**src/core/crcap_defs.vh**
```
`ifndef CRCAP_DEFS_VH
`define CRCAP_DEFS_VH
// Register indices; byte address is four times the index
`define CRCAP_IDX_CTRL     6'h16
`define CRCAP_IDX_WIN      6'h17
`define CRCAP_IDX_PEAK     6'h18
`define CRCAP_IDX_THR      6'h19
// Control field positions
`define CRCAP_CTRL_ENABLE  15
`define CRCAP_CTRL_FAST    14
`define CRCAP_CTRL_LPAIR   13
`define CRCAP_CTRL_MPAIR   12
`define CRCAP_CTRL_LAUNCH  11
`define CRCAP_CTRL_WID_HI  10
`define CRCAP_CTRL_WID_LO  8
`define CRCAP_CTRL_POL     7
`define CRCAP_CTRL_THR_HI  5
`define CRCAP_CTRL_THR_LO  0
// Window field positions
`define CRCAP_WIN_START_HI 15
`define CRCAP_WIN_START_LO 8
`define CRCAP_WIN_STOP_HI  7
`define CRCAP_WIN_STOP_LO  0
// Reset values, sample midpoint and last time count
`define CRCAP_CTRL_RST     16'h0020
`define CRCAP_WIN_RST      16'h0000
`define CRCAP_SMP_MID      6'h20
`define CRCAP_TIME_LAST    8'hff
// Timing
`define CRCAP_CLK_NS       10
`define CRCAP_SMP_NS       8
`define CRCAP_LP_UNIT_NS   50
`define CRCAP_SMP_CYC      ((`CRCAP_SMP_NS + `CRCAP_CLK_NS - 1) / `CRCAP_CLK_NS)
`define CRCAP_LP_CYC       ((`CRCAP_LP_UNIT_NS + `CRCAP_CLK_NS - 1) / `CRCAP_CLK_NS)
`endif

```
**src/core/crcap_top.v**
```verilog
// Contract
// - Enable bit forces diagnostic power-up state
// - Fast mode: 8 ns units, alternating polarity (code uses one 10 ns clock cycle per unit)
// - Slow mode: 50 ns or 100 ns link pulse
// - Launch pair select: transmit or receive
// - Monitor pair select: transmit or receive
// - Launch bit sends pulse, self-clears after capture
// - Three-bit width field sets pulse length
// - Zero width sends nothing, capture still runs
// - Polarity bit picks maximum or minimum peak
// - Threshold compared above or below per mode
// - Samples span 0x00..0x3f, midpoint 0x20
// - Window times counted in 8 ns samples (code counts 10 ns clock cycles)
// - Window register holds start and stop
// - Peak value reported within window
// - Peak time is first occurrence only
// - Peak reserved bits read zero, ignore writes
// - Threshold-met flag set when condition seen
// - Threshold hit time of first qualifying sample
//
// Our own choice: the APB interface to the registers.
`timescale 1ns/1ns
`include "crcap_defs.vh"

module crcap_top (
  input  wire        pclk,
  input  wire        presetn,
  input  wire        psel,
  input  wire        penable,
  input  wire        pwrite,
  input  wire [7:0]  paddr,
  input  wire [31:0] pwdata,
  output wire [31:0] prdata,
  output wire        pready,
  output wire        pslverr,
  input  wire [5:0]  rx_sample,
  output wire        diag_mode_force,
  output wire        fast_pulse_pos,
  output wire        fast_pulse_neg,
  output wire        link_pulse_drive,
  output wire        link_pulse_full,
  output wire        launch_on_rx_pair,
  output wire        monitor_rx_pair
);

  // ********************************
  // Constants and state codes
  // ********************************
  localparam [2:0] ST_IDLE = 3'b001;
  localparam [2:0] ST_RUN  = 3'b010;
  localparam [2:0] ST_DONE = 3'b100;
  localparam [3:0] SMP_LAST = `CRCAP_SMP_CYC - 1;
  localparam [7:0] SMP_CYC8 = `CRCAP_SMP_CYC;
  localparam [7:0] LP_CYC8  = `CRCAP_LP_CYC;

  // Sample beats the reference in the active direction
  function beats;
    input [5:0] smp;
    input [5:0] ref_val;
    input       min_mode;
    begin
      beats = min_mode ? (smp < ref_val) : (smp > ref_val);
    end
  endfunction

  // ********************************
  // Registers
  // ********************************
  reg [15:0] ctrl_ff;
  reg [15:0] nxt_ctrl;
  reg [15:0] win_ff;
  reg [15:0] nxt_win;
  reg [2:0]  state_ff;
  reg [2:0]  nxt_state;
  reg [3:0]  div_ff;
  reg [7:0]  time_ff;
  reg [7:0]  nxt_time;
  reg [7:0]  pulse_left_ff;
  reg [7:0]  nxt_pulse_left;
  reg        neg_next_ff;
  reg        nxt_neg_next;
  reg [5:0]  peak_value_ff;
  reg [5:0]  nxt_peak_value;
  reg [7:0]  peak_time_ff;
  reg [7:0]  nxt_peak_time;
  reg        peak_seen_ff;
  reg        nxt_peak_seen;
  reg        threshold_met_flag_ff;
  reg        nxt_threshold_met_flag;
  reg [7:0]  threshold_hit_time_ff;
  reg [7:0]  nxt_threshold_hit_time;
  reg [5:0]  smp_meta_ff;
  reg [5:0]  smp_sync_ff;
  reg [31:0] prdata_ff;
  reg [31:0] nxt_prdata;
  reg        pready_ff;
  reg        pslverr_ff;
  reg        nxt_pslverr;
  reg        fast_pos_ff;
  reg        fast_neg_ff;
  reg        lp_drive_ff;
  reg        lp_full_ff;
  reg        lpair_ff;
  reg        mpair_ff;
  reg        diag_ff;

  wire [5:0] acc_idx  = paddr[7:2];
  wire       acc_ok   = psel & penable & ~pready_ff;
  wire       wr_now   = acc_ok & pwrite;
  wire       smp_tick = (div_ff == SMP_LAST);
  wire       fast_on  = (nxt_pulse_left != 8'h00) & nxt_ctrl[`CRCAP_CTRL_FAST];
  wire       min_mode = ctrl_ff[`CRCAP_CTRL_POL];
  wire [5:0] thr      = ctrl_ff[`CRCAP_CTRL_THR_HI:`CRCAP_CTRL_THR_LO];
  wire [7:0] w_start  = win_ff[`CRCAP_WIN_START_HI:`CRCAP_WIN_START_LO];
  wire [7:0] w_stop   = win_ff[`CRCAP_WIN_STOP_HI:`CRCAP_WIN_STOP_LO];
  wire       in_win   = (time_ff >= w_start) && (time_ff <= w_stop);
  wire       evaluate = state_ff[1] & smp_tick & in_win;
  wire       launch_req = wr_now && (acc_idx == `CRCAP_IDX_CTRL) &&
                          pwdata[`CRCAP_CTRL_LAUNCH] && state_ff[0];
  wire       run_end  = smp_tick && ((time_ff == w_stop) || (time_ff == `CRCAP_TIME_LAST));

  // ********************************
  // Sample input synchroniser
  // ********************************
  // Front-end samples are on another clock; two flops before any use
  always @(posedge pclk or negedge presetn) begin
    if (!presetn) begin
      smp_meta_ff <= 6'h00;
      smp_sync_ff <= 6'h00;
    end else begin
      smp_meta_ff <= rx_sample;
      smp_sync_ff <= smp_meta_ff;
    end
  end

  // ********************************
  // Sample tick divider
  // ********************************
  // Rounded up to whole cycles, so samples are never faster than 8 ns
  always @(posedge pclk or negedge presetn) begin
    if (!presetn) begin
      div_ff <= 4'h0;
    end else if (smp_tick || state_ff[0]) begin
      div_ff <= 4'h0;
    end else begin
      div_ff <= div_ff + 4'h1;
    end
  end

  // ********************************
  // Register writes
  // ********************************
  // Launch bit is self-clearing; writing zero cannot abort a run
  always @* begin
    nxt_ctrl = ctrl_ff;
    nxt_win  = win_ff;
    if (wr_now && (acc_idx == `CRCAP_IDX_CTRL)) begin
      nxt_ctrl = pwdata[15:0];
      nxt_ctrl[`CRCAP_CTRL_LAUNCH] = ctrl_ff[`CRCAP_CTRL_LAUNCH] | launch_req;
    end
    if (wr_now && (acc_idx == `CRCAP_IDX_WIN)) begin
      nxt_win = pwdata[15:0];
    end
    if (state_ff[2]) begin
      nxt_ctrl[`CRCAP_CTRL_LAUNCH] = 1'b0;
    end
  end

  // ********************************
  // Sequencer
  // ********************************
  // Pulse counts down in every state, so a short window never strands it
  always @* begin
    nxt_state      = state_ff;
    nxt_time       = time_ff;
    nxt_pulse_left = pulse_left_ff - {7'h00, (pulse_left_ff != 8'h00)};
    nxt_neg_next   = neg_next_ff;
    case (state_ff)
      ST_IDLE: begin
        if (launch_req) begin
          nxt_state = ST_RUN;
          nxt_time  = 8'h00;
          if (pwdata[`CRCAP_CTRL_WID_HI:`CRCAP_CTRL_WID_LO] == 3'd0) begin
            nxt_pulse_left = 8'h00;
          end else if (pwdata[`CRCAP_CTRL_FAST]) begin
            nxt_pulse_left = SMP_CYC8 * {5'h00, pwdata[10:8]};
            nxt_neg_next   = ~neg_next_ff;
          end else if (pwdata[`CRCAP_CTRL_WID_HI:`CRCAP_CTRL_WID_LO] == 3'd1) begin
            nxt_pulse_left = LP_CYC8;
          end else begin
            nxt_pulse_left = LP_CYC8 + LP_CYC8;
          end
        end
      end
      ST_RUN: begin
        if (smp_tick) begin
          nxt_time = time_ff + 8'h01;
        end
        if (run_end) begin
          nxt_state = ST_DONE;
        end
      end
      ST_DONE: begin
        nxt_state = ST_IDLE;
      end
      default: begin
        nxt_state = ST_IDLE;
      end
    endcase
  end

  // ********************************
  // Peak and threshold capture
  // ********************************
  // First in-window sample seeds the peak; ties keep the earlier time
  always @* begin
    nxt_peak_value         = peak_value_ff;
    nxt_peak_time          = peak_time_ff;
    nxt_peak_seen          = peak_seen_ff;
    nxt_threshold_met_flag = threshold_met_flag_ff;
    nxt_threshold_hit_time = threshold_hit_time_ff;
    if (launch_req) begin
      nxt_peak_value         = 6'h00;
      nxt_peak_time          = 8'h00;
      nxt_peak_seen          = 1'b0;
      nxt_threshold_met_flag = 1'b0;
      nxt_threshold_hit_time = 8'h00;
    end else if (evaluate) begin
      if (!peak_seen_ff || beats(smp_sync_ff, peak_value_ff, min_mode)) begin
        nxt_peak_value = smp_sync_ff;
        nxt_peak_time  = time_ff;
        nxt_peak_seen  = 1'b1;
      end
      if (!threshold_met_flag_ff && beats(smp_sync_ff, thr, min_mode)) begin
        nxt_threshold_met_flag = 1'b1;
        nxt_threshold_hit_time = time_ff;
      end
    end
  end

  // ********************************
  // APB read mux and response
  // ********************************
  // Unmapped indices answer with an error and zero data
  always @* begin
    nxt_prdata  = 32'h0000_0000;
    nxt_pslverr = 1'b0;
    case (acc_idx)
      `CRCAP_IDX_CTRL: nxt_prdata = {16'h0000, ctrl_ff};
      `CRCAP_IDX_WIN:  nxt_prdata = {16'h0000, win_ff};
      `CRCAP_IDX_PEAK: nxt_prdata = {18'h00000, peak_value_ff, peak_time_ff};
      `CRCAP_IDX_THR:  nxt_prdata = {23'h000000, threshold_met_flag_ff,
                                     threshold_hit_time_ff};
      default:         nxt_pslverr = 1'b1;
    endcase
  end

  // ********************************
  // State flops
  // ********************************
  always @(posedge pclk or negedge presetn) begin
    if (!presetn) begin
      ctrl_ff               <= `CRCAP_CTRL_RST;
      win_ff                <= `CRCAP_WIN_RST;
      state_ff              <= ST_IDLE;
      time_ff               <= 8'h00;
      pulse_left_ff         <= 8'h00;
      neg_next_ff           <= 1'b0;
      peak_value_ff         <= 6'h00;
      peak_time_ff          <= 8'h00;
      peak_seen_ff          <= 1'b0;
      threshold_met_flag_ff <= 1'b0;
      threshold_hit_time_ff <= 8'h00;
      prdata_ff             <= 32'h0000_0000;
      pready_ff             <= 1'b0;
      pslverr_ff            <= 1'b0;
    end else begin
      ctrl_ff               <= nxt_ctrl;
      win_ff                <= nxt_win;
      state_ff              <= nxt_state;
      time_ff               <= nxt_time;
      pulse_left_ff         <= nxt_pulse_left;
      neg_next_ff           <= nxt_neg_next;
      peak_value_ff         <= nxt_peak_value;
      peak_time_ff          <= nxt_peak_time;
      peak_seen_ff          <= nxt_peak_seen;
      threshold_met_flag_ff <= nxt_threshold_met_flag;
      threshold_hit_time_ff <= nxt_threshold_hit_time;
      pready_ff             <= acc_ok; // one wait state per access
      if (acc_ok) begin
        prdata_ff  <= pwrite ? 32'h0000_0000 : nxt_prdata;
        pslverr_ff <= nxt_pslverr;
      end else begin
        pslverr_ff <= 1'b0;
      end
    end
  end

  // ********************************
  // Line drive outputs
  // ********************************
  // Registered so the analog side never sees decode glitches
  always @(posedge pclk or negedge presetn) begin
    if (!presetn) begin
      fast_pos_ff <= 1'b0;
      fast_neg_ff <= 1'b0;
      lp_drive_ff <= 1'b0;
      lp_full_ff  <= 1'b0;
      lpair_ff    <= 1'b0;
      mpair_ff    <= 1'b0;
      diag_ff     <= 1'b0;
    end else begin
      fast_pos_ff <= fast_on & nxt_neg_next; // polarity fixed at launch
      fast_neg_ff <= fast_on & ~nxt_neg_next;
      lp_drive_ff <= (nxt_pulse_left != 8'h00) & ~nxt_ctrl[`CRCAP_CTRL_FAST];
      lp_full_ff  <= (nxt_pulse_left != 8'h00) & ~nxt_ctrl[`CRCAP_CTRL_FAST] &
                     (nxt_ctrl[`CRCAP_CTRL_WID_HI:`CRCAP_CTRL_WID_LO] != 3'd1);
      lpair_ff    <= nxt_ctrl[`CRCAP_CTRL_LPAIR];
      mpair_ff    <= nxt_ctrl[`CRCAP_CTRL_MPAIR];
      diag_ff     <= nxt_ctrl[`CRCAP_CTRL_ENABLE];
    end
  end

  assign prdata            = prdata_ff;
  assign pready            = pready_ff;
  assign pslverr           = pslverr_ff;
  assign diag_mode_force   = diag_ff;
  assign fast_pulse_pos    = fast_pos_ff;
  assign fast_pulse_neg    = fast_neg_ff;
  assign link_pulse_drive  = lp_drive_ff;
  assign link_pulse_full   = lp_full_ff;
  assign launch_on_rx_pair = lpair_ff;
  assign monitor_rx_pair   = mpair_ff;

endmodule

```
**config.mk**
```make
export PLATFORM = sky130hd
export DESIGN_NAME = crcap_top
export DESIGN_NICKNAME = d
export VERILOG_FILES = /design/src/core/crcap_top.v
export VERILOG_INCLUDE_DIRS = /design/src /design/src/core
export SDC_FILE = /design/constraint.sdc
export NUM_CORES = 1
export LEC_CHECK = 0
export BUFFER_PORTS_ARGS = -buffer_cell sky130_fd_sc_hd__buf_2
export CORE_UTILIZATION = 51
export DETAILED_ROUTE_END_ITERATION = 10
export PLACE_DENSITY = 0.86
export SLEW_MARGIN = 20
export SYNTH_ARGS = -nofsm -noshare
export SYNTH_HDL_FRONTEND = slang
export SYNTH_SLANG_ARGS = --single-unit
```
**constraint.sdc**
```tcl
create_clock -name pclk -period 2.54 [get_ports pclk]
set_input_delay 0.508 -clock pclk [delete_from_list [all_inputs] [get_ports pclk]]
set_output_delay 0.508 -clock pclk [all_outputs]
set_load 0.1 [all_outputs]
```
[Word-level counts from Yosys, hierarchy flattened]
Cells that the tools add are included.
Storage, ports and cells
  register bits after elaboration: 133
  latch bits: 0
  RAM bits: 0
  ROM bits: 0
  input port bits: 51
  output and inout port bits: 41
  word-level logic and storage cells: 128
  memories: 0
Operators by class
  $add $sub $neg: 3
  multipliers: 0
  divide/modulo/power cells: 0
  magnitude comparators: 6
  equal/unequal tests: 13
  shifts and indexed selects: 0
  muxes and demuxes: 39
  bitwise gates (word level): 15
  reductions and logical operators: 26
Operator list (count)
  8-bit two-way mux: 10
  16-bit one-hot mux with 4 select lines: 1
  32-bit two-way mux: 1
  6-bit by 5-bit equality test with 1-bit output, second input constant: 4
  6-bit two-way mux: 3
  16-bit two-way mux: 1
  4-bit two-way mux: 4
  8-bit one-hot mux with 2 select lines: 1
  8-bit nonzero test: 2
  1-bit two-way mux: 15
  6-bit > comparator: 2
  6-bit less-than comparator: 2
  1-bit AND: 10
  2-bit nonzero test: 5
  8-bit by 1-bit adder with 8-bit output, second input constant: 1
  8-bit equality test: 1
  8-bit equality test, second input constant: 1
  8-bit >= comparator: 1
  8-bit less-or-equal comparator: 1
  8-bit by 1-bit subtractor with 8-bit output: 1
  1-bit logical AND: 7
  3-bit by 1-bit equality test with 1-bit output, second input constant: 2
  3-bit two-way mux: 2
  2-bit != test, second input constant: 3
  other kinds (13): 21

[Logic depth before layout (Yosys ltp)]
Gate-level depths: netlist (run 1).
  depth in word-level cells: 11
  mapped depth: 10
  mapped depth without buffers: 10

[Worst setup path before layout (run 1)]
Ideal clock, no wire load.
  kind: register to register
  start: register pready_ff (netlist: pready)
  end: register fast_pos_ff (netlist: fast_pulse_pos)
  setup time: 0.120 ns
  arrival: 2.448 ns
  required time: 2.420 ns
  slack: -0.027 ns
  cell stages (with the launch flop): 8
  buffers on the path: 1
  clock period less this slack: 2.567 ns
  cell sequence: dfrtp_1 > nand4b_2 > nor4_4 > and3_1 > buf_6 > mux2i_1 > or4_1 > and3_1
Between the ends
  longest elaborated chain between the ends: 11
  elaborated cells between the ends (all ways): 14
  classes of those cells: 5 x mux; 5 x bitwise; 4 x reduce/logical
Ends and longest elaborated chain
  from (decl): line crcap_top.v:96  | reg pready_ff;
  from (signal assigned): line crcap_top.v:289  | pready_ff <= acc_ok;
  1-bit inverter: line crcap_top.v:108  | wire acc_ok = psel & penable & ~pready_ff;
  1-bit AND: line crcap_top.v:108
  1-bit AND: line crcap_top.v:109  | wire wr_now = acc_ok & pwrite;
  1-bit logical AND (3 in series): line crcap_top.v:118  | wire launch_req = wr_now && (acc_idx == `CRCAP_IDX_CTRL) &&
  8-bit two-way mux: line crcap_top.v:180  | if (launch_req) begin
  8-bit two-way mux: line crcap_top.v:178  | case (state_ff)
  named net nxt_pulse_left[0]: line crcap_top.v:79  | reg [7:0] nxt_pulse_left;
  8-bit nonzero test: line crcap_top.v:111  | wire fast_on = (nxt_pulse_left != 8'h00) & nxt_ctrl[`CRCAP_CTRL_FAST];
  1-bit AND: line crcap_top.v:111
  1-bit AND: line crcap_top.v:313  | fast_pos_ff <= fast_on & nxt_neg_next;
  to (signal assigned): line crcap_top.v:313
  to (decl): line crcap_top.v:99  | reg fast_pos_ff;
The timed path passes the listed nets, and every way through them passes these cells. The select of a mux whose other input is x is not followed.
A chain may end at the register's enable or synchronous reset.

[Worst setup path in the final report (run 1)]
  start: register pulse_left_ff[1]
  end: register fast_pos_ff (netlist: fast_pulse_pos)
Between the ends
  longest elaborated chain between the ends: 7
Ends and longest elaborated chain
  from (decl): line crcap_top.v:78  | reg [7:0] pulse_left_ff;
  from (signal assigned): line crcap_top.v:282  | pulse_left_ff <= nxt_pulse_left;
  8-bit nonzero test: line crcap_top.v:176  | nxt_pulse_left = pulse_left_ff - {7'h00, (pulse_left_ff != 8'h00)};
  8-bit by 1-bit subtractor with 8-bit output (*): line crcap_top.v:176
  8-bit two-way mux: line crcap_top.v:180
  8-bit two-way mux (*): line crcap_top.v:178
  8-bit nonzero test (*): line crcap_top.v:111
  1-bit AND (*): line crcap_top.v:111
  1-bit AND (*): line crcap_top.v:313
Every way passes the cells marked *; elsewhere a longest branch is shown, timed or not.

==> impl_metrics.json, run 1 <==
{
  "place_congestion": 0.904,
  "ios": 92,
  "grt_max_degree": 50,
  "htreeDepth": 4,
  "max_cap_violations": 0,
  "dr_total_vias": 4674,
  "path_max_fanout": 5,
  "cellPowerDensity_nw_per_um2": 758,
  "clk_latency_ns": 0.53,
  "grtUsageMet3_pct": 6.36,
  "grt_pass1_vias": 4627,
  "drc_errors": 0,
  "switching_power_uw": 1530,
  "grt_util_met1_pct": 30.2,
  "synthTopCellsByCount": "112 x dfrtp_1, 91 x nand2_1, 38 x inv_1, 34 x ha_1, 31 x o21ai_0",
  "synth_area_leaders": "dfrtp_1 49%, ha_1 7.5%, nand2_1 6.0%",
  "wl_per_cell_um": 17.9,
  "drive_gt1_share_pct": 24.2,
  "synth_edf_count": 0,
  "antenna_found_initial": 0,
  "die_height_um": 108,
  "drt_iter0_drc": 436,
  "initial_core_util_pct": 52.4,
  "peakVddDrop_uv": 595,
  "reg2reg_from": "pulse_left_ff[1]",
  "clk_pin_slew_worst_paths_ns": 0.06,
  "dp_hpwl_um": 9910,
  "cts_tree": "done",
  "p_seq_share_pct": 38.5,
  "postSynthCellCount": 554,
  "hold_path_class": "in -> reg",
  "netlist.area_leader.share_pct": 49.1,
  "rrSetupSlack_ns": -0.006,
  "period_minus_slack_ns": 2.55,
  "grt.busiest_layer": "met2",
  "timing.final.ws_setup_ns": -0.00584,
  "crit_path_start": "pulse_left_ff[1]",
  "synthFlopType": "dfrtp_1",
  "port_buffers": 57,
  "internal-power_uw": 3770,
  "finalHoldViolations": 0,
  "wl_um": 14300,
  "core_um2": 10900,
  "grt_util_met2_pct": 45.3,
  "final_util_pct": 64.3,
  "overflow": 0,
  "yosysSeqAreaShare_pct": 50.0,
  "ys_types": 54,
  "switching_share_pct": 28.9,
  "min_delay_path_depth": 1,
  "fmaxAchievable_mhz": 393,
  "fin_nets": 730,
  "p_leak_uw": 0.00335,
  "required_ns": 2.95,
  "root_buffer": "clkbuf_8",
  "grt_usage_pct": 26.0,
  "ctsLongestPathBuffers": 2,
  "syn_area_per_cell_um2": 10.3,
  "finalSetupViolations": 1,
  "drtAntennaViolNets": 0,
  "power.share.clock_pct": 44.6,
  "fp-row-count": 38,
  "tightest_slew_ns": 0.588,
  "violations": "negative setup slack",
  "clock-sinks": 114,
  "maxSlewViolCount": 0,
  "fin_cells": 798,
  "whs_ns": 0.0827,
  "rr_worst_depth": 9,
  "yosysMostFrequentCell": "dfrtp_1",
  "worstHoldStart": "rx_sample[2]",
  "ys_ff_latch": 114,
  "diodes": 0,
  "die_area_um2": 11600,
  "grt_first_pass_wirelength_um": 22500,
  "startpoint_type": "flop",
  "crit_type": "reg -> reg",
  "slew_headroom_pct": 60.7,
  "cts_inserted_buffers": 17,
  "synth_warnings": 0,
  "vias_per_cell": 5.86,
  "netlist_area_um2": 5710,
  "place_inst": 762,
  "finClkSkew_ns": 0.00831,
  "status": "complete, but fails checks",
  "drtPass1Iterations": 6,
  "combPwrFrac_pct": 16.9,
  "async_flop_share_pct": 100,
  "setup.worst_path.end_class": "flop",
  "fin_crit_sh_pct": 100,
  "yosys.area.top_type": "dfrtp_1",
  "fp.dieW_um": 108,
  "area_growth_pct": 22.6,
  "crit_arrival_ns": 2.96
}
-- flip-flops by register name (all words and copies together) (netlist names), 6 cells and up --
register,flops
smp_sync_ff,6
smp_meta_ff,6
prdata,16
peak_time_ff,8
ctrl_ff,16
threshold_hit_time_ff,8
time_ff,8
win_ff,16
peak_value_ff,6
pulse_left_ff,8
-- kinds of logic (layout without fill, tap and decap cells) --
logic type,Yosys count,count (layout),synth area share (%)
simple gates,181,181,15.9
flops,114,114,50.0
compound gates,98,98,11.3
buf+inv,73,162,6.07
mux,39,39,7.06
fa+ha+maj,34,34,7.45
xor+xnor,14,14,2.15
other cells,1,16,0.0657
-- area by class of cell --
class | count | area (µm²)
clock buffer | 18 | 428
fill | 781 | 3890
inverter | 38 | 143
clock inverter | 14 | 164
timing repair buffer | 92 | 591
multi-input combinational | 382 | 2640
tap | 140 | 175
sequential | 114 | 2860
-- metrics by stage --
step / total power (µW) / setup TNS [ns] / worst slack, ns / cell area [µm²]
global placement: 2780 / 0 / 0.00246 / 6310
CTS: 5210 / 0 / 0.0262 / 6910
global route: 5500 / -0.152 / -0.0830 / 7000
finish: 5300 / -0.00584 / -0.00584 / 7000
floorplan: 2580 / 0 / 0.0259 / 5770
detailed placement: 2820 / -0.128 / -0.0881 / 6310
-- power by group through the flow --
| stage | Clock (µW) | Sequential, µW | Combinational, µW |
|---|---|---|---|
| floorplan | 0 | 2080 | 501 |
| CTS | 2390 | 2030 | 793 |
| global route | 2470 | 2050 | 973 |
| global placement | 0 | 2040 | 733 |
| finish | 2370 | 2040 | 897 |
| detailed placement | 0 | 2050 | 771 |
-- what timing repair did --
| action | 4_1_cts | 5_1_grt |
|---|---|---|
| pin swaps | 0 | 5 |
| hold buffers | 1 | 0 |
| gates resized for setup | 2 | 15 |
| hold endpoints to repair | 36 | 0 |
| endpoints found under the setup margin | 2 | 4 |
| buffers inserted | 0 | 3 |
-- per-layer routing --
layer | part of all wire [%] | vias to the layer above
met5 | 0 | -
met4 | 2.8 | 0
met3 | 8.3 | 47
met2 | 51 | 248
met1 | 38 | 2293
li1 | - | 2086
-- worst paths after layout --
check	to
worst min-delay path	smp_meta_ff[2]
worst min register to register	smp_sync_ff[5]
worst max-delay path	fast_pulse_pos
worst max register to register	fast_pulse_pos
max in group asynchronous	state_ff[0]
min in group asynchronous	smp_meta_ff[3]
-- placed cells by master (no fill, tap or decap), drive strengths merged, types with 5 or more instances in the layout --
cell,count
dfrtp,112
nand2,91
buf,91
o21ai,41
inv,38
ha,34
mux2i,29
nor2,26
clkbuf,18
conb,16
xor2,11
mux2,10
a21oi,10
a22o,10
a221oi,9
nand3,9
nor3,9
nand2b,8
clkinvlp,6
nor2b,6
nand4,5
a222oi,5
a31oi,5
clkinv,5
nor4,5
-- critical path: stages, from the launching register on --
cell	delay, ns
dfrtp_1	0.44
nor3_1	0.25
nand3_1	0.17
ha_2	0.25
nor2b_2	0.18
o21ai_2	0.13
a22o_1	0.19
a31oi_4	0.11
or4_4	0.51
and3_1	0.20
(Power assumes the default switching activity.)
==> run 2: changes to the inputs <==
==> constraint.sdc (replaced) <==
create_clock -name pclk -period 2.54 [get_ports pclk]
set_input_delay 0.508 -clock pclk [delete_from_list [all_inputs] [get_ports pclk]]
set_output_delay 0.508 -clock pclk [all_outputs]
set_load 0.01 [all_outputs]
==> run 2 against run 1 <==
Compared with the run above: the run still ends with negative setup slack left; fmax decreased by 0.43%; clock power about the same; critical endpoint unchanged; hold slack improved by 0.0093 ns; global-route usage increased by 0.75 points; largest cell class unchanged; register-to-register slack about the same.
==> impl_metrics.json, run 2 (synthesis results as in run 1) <==
{
  "rr_worst_depth": 9,
  "crit_type": "reg -> reg",
  "crit_arrival_ns": 2.97,
  "dr_total_vias": 4646,
  "max_cap_violations": 0,
  "ios": 92,
  "holdPathEnd": "smp_meta_ff[1]",
  "worstHoldStart": "rx_sample[1]",
  "fin_nets": 725,
  "grtUsageMet3_pct": 7.75,
  "wl_um": 14600,
  "finalPower_uw": 5080,
  "cellPowerDensity_nw_per_um2": 735,
  "grt_first_pass_wirelength_um": 23400,
  "diodes": 0,
  "tightest_slew_ns": 0.633,
  "p_leak_uw": 0.00334,
  "place_congestion": 0.884,
  "n_fill_cell": 787,
  "area_growth_pct": 21.2,
  "peakVddDrop_uv": 482,
  "slowest_delay_ns": 0.50,
  "die_area_um2": 11600,
  "clock-sinks": 114,
  "root_buffer": "clkbuf_8",
  "overflow": 0,
  "fmaxAchievable_mhz": 391,
  "cts_tree": "done",
  "dp_hpwl_um": 9780,
  "drtPass1Iterations": 5,
  "final_util_pct": 63.5,
  "timing.final.ws_setup_ns": -0.0169,
  "status": "complete, but fails checks",
  "setup.worst_path.end_class": "flop",
  "reg2reg_from": "pulse_left_ff[1]",
  "fp-row-count": 38,
  "finalSetupViolations": 1,
  "period_minus_slack_ns": 2.56,
  "worstReg2RegEnd": "fast_pulse_pos",
  "core_um2": 10900,
  "rrSetupSlack_ns": -0.02,
  "antenna_found_initial": 0,
  "startpoint_type": "flop",
  "maxSlewViolCount": 0,
  "die_height_um": 108,
  "violations": "negative setup slack",
  "grt.busiest_layer": "met2",
  "wl_per_cell_um": 18.4,
  "finalHoldViolations": 0,
  "fp.dieW_um": 108,
  "clk_latency_ns": 0.52,
  "vias_per_cell": 5.87,
  "crit_chain": "nor3_1 -> nand3_1 -> ha_1 -> nor2b_1 -> nand3_1 -> xor2_2 -> a31oi_2 -> or4_1 -> and3_1",
  "htreeDepth": 4,
  "drtAntennaViolNets": 0,
  "required_ns": 2.95,
  "port_buffers": 57,
  "drc_errors": 0,
  "min_delay_path_depth": 1,
  "initial_core_util_pct": 52.4,
  "drive_gt1_share_pct": 22.1,
  "layout_common_cells": "112 x dfrtp_1, 91 x nand2_1, 56 x buf_2",
  "fin_crit_sh_pct": 101,
  "final_common_cell": "dfrtp_1",
  "cts_inserted_buffers": 17,
  "cpMostUsedCell": "nand3_1",
  "grt_pass1_vias": 4690,
  "path_max_fanout": 5,
  "clk_pin_slew_worst_paths_ns": 0.06,
  "grt_max_degree": 45,
  "slowest_stage": "or4_1",
  "dp_slack_ns": -0.0221,
  "ctsLongestPathBuffers": 2,
  "finClkSkew_ns": 0.00852,
  "grt_util_met2_pct": 45.1,
  "grt_usage_pct": 26.7,
  "slew_headroom_pct": 57.7,
  "drt_iter0_drc": 488,
  "grt_util_met1_pct": 31.2,
  "hold_path_class": "in -> reg"
}
==> run 2: cell types whose count changed in the layout (fill, tap and decap cells not counted), moves of 2 or more <==
cell        change
clkinv_2        -2
clkinv_4        +2
clkinvlp_4      -3
buf_4           -5
ha_1            +2
==> run 2: how the worst max path moves through the flow <==
stage	from	endpoint	slack, ns
floorplan	pulse_left_ff[4]	fast_pulse_pos	0.03
global placement	paddr[7]	fast_pulse_pos	0.09
detailed placement	pulse_left_ff[2]	fast_pulse_pos	-0.02
CTS	pulse_left_ff[1]	fast_pulse_pos	0.01
global route	pulse_left_ff[1]	fast_pulse_pos	-0.1
finish	pulse_left_ff[1]	fast_pulse_pos	-0.02
==> run 2: repair_timing <==
| item | CTS | global route |
|---|---|---|
| cloned | 0 | 0 |
| gates resized for setup | 1 | 7 |
| buffers inserted | 0 | 2 |
| hold buffers | 1 | 0 |
| hold endpoints to repair | 34 | 0 |
| pin swaps | 0 | 3 |
| endpoints found under the setup margin | 1 | 11 |
==> run 2: routing by layer <==
layer / part of all wire [%] / vias to the layer above
met5: 0 / -
li1: - / 2078
met2: 51 / 245
met1: 38 / 2281
met3: 8.0 / 42
met4: 2.9 / 0
==> run 2: cell type report <==
cell class	instances	area (µm²)	area share (%)
Tap cell	140	175	2.53
Inverter	38	143	2.06
Timing Repair Buffer	87	544	7.87
Clock buffer	19	442	6.39
Clock inverter	12	158	2.28
Sequential cell	114	2860	41.3
Multi-Input combinational cell	382	2600	37.6
==> run 2: worst max-delay path, delay by kind of cell (launching register included) <==
family	cells	cell delay [ns]
simple gates	6	1.45
flops	1	0.42
xor+xnor	1	0.20
fa+ha+maj	1	0.25
compound gates	1	0.12
==> run 2: power by group <==
group | switching [µW] | internal (µW)
sequential | 111 | 1930
combinational | 385 | 274
clock | 842 | 1540
==> run 2: per-stage QoR <==
step / hold WS, ns / cells / area (µm²) / TNS, ns
3_3_place_gp: 0.335 / 758 / 6260 / 0
6_report: 0.0920 / 792 / 6920 / -0.0169
3_5_place_dp: 0.335 / 758 / 6260 / -0.0221
5_1_grt: 0.0767 / 792 / 6920 / -0.194
4_1_cts: 0.0765 / 790 / 6880 / 0
2_1_floorplan: 0.212 / 569 / 5760 / 0
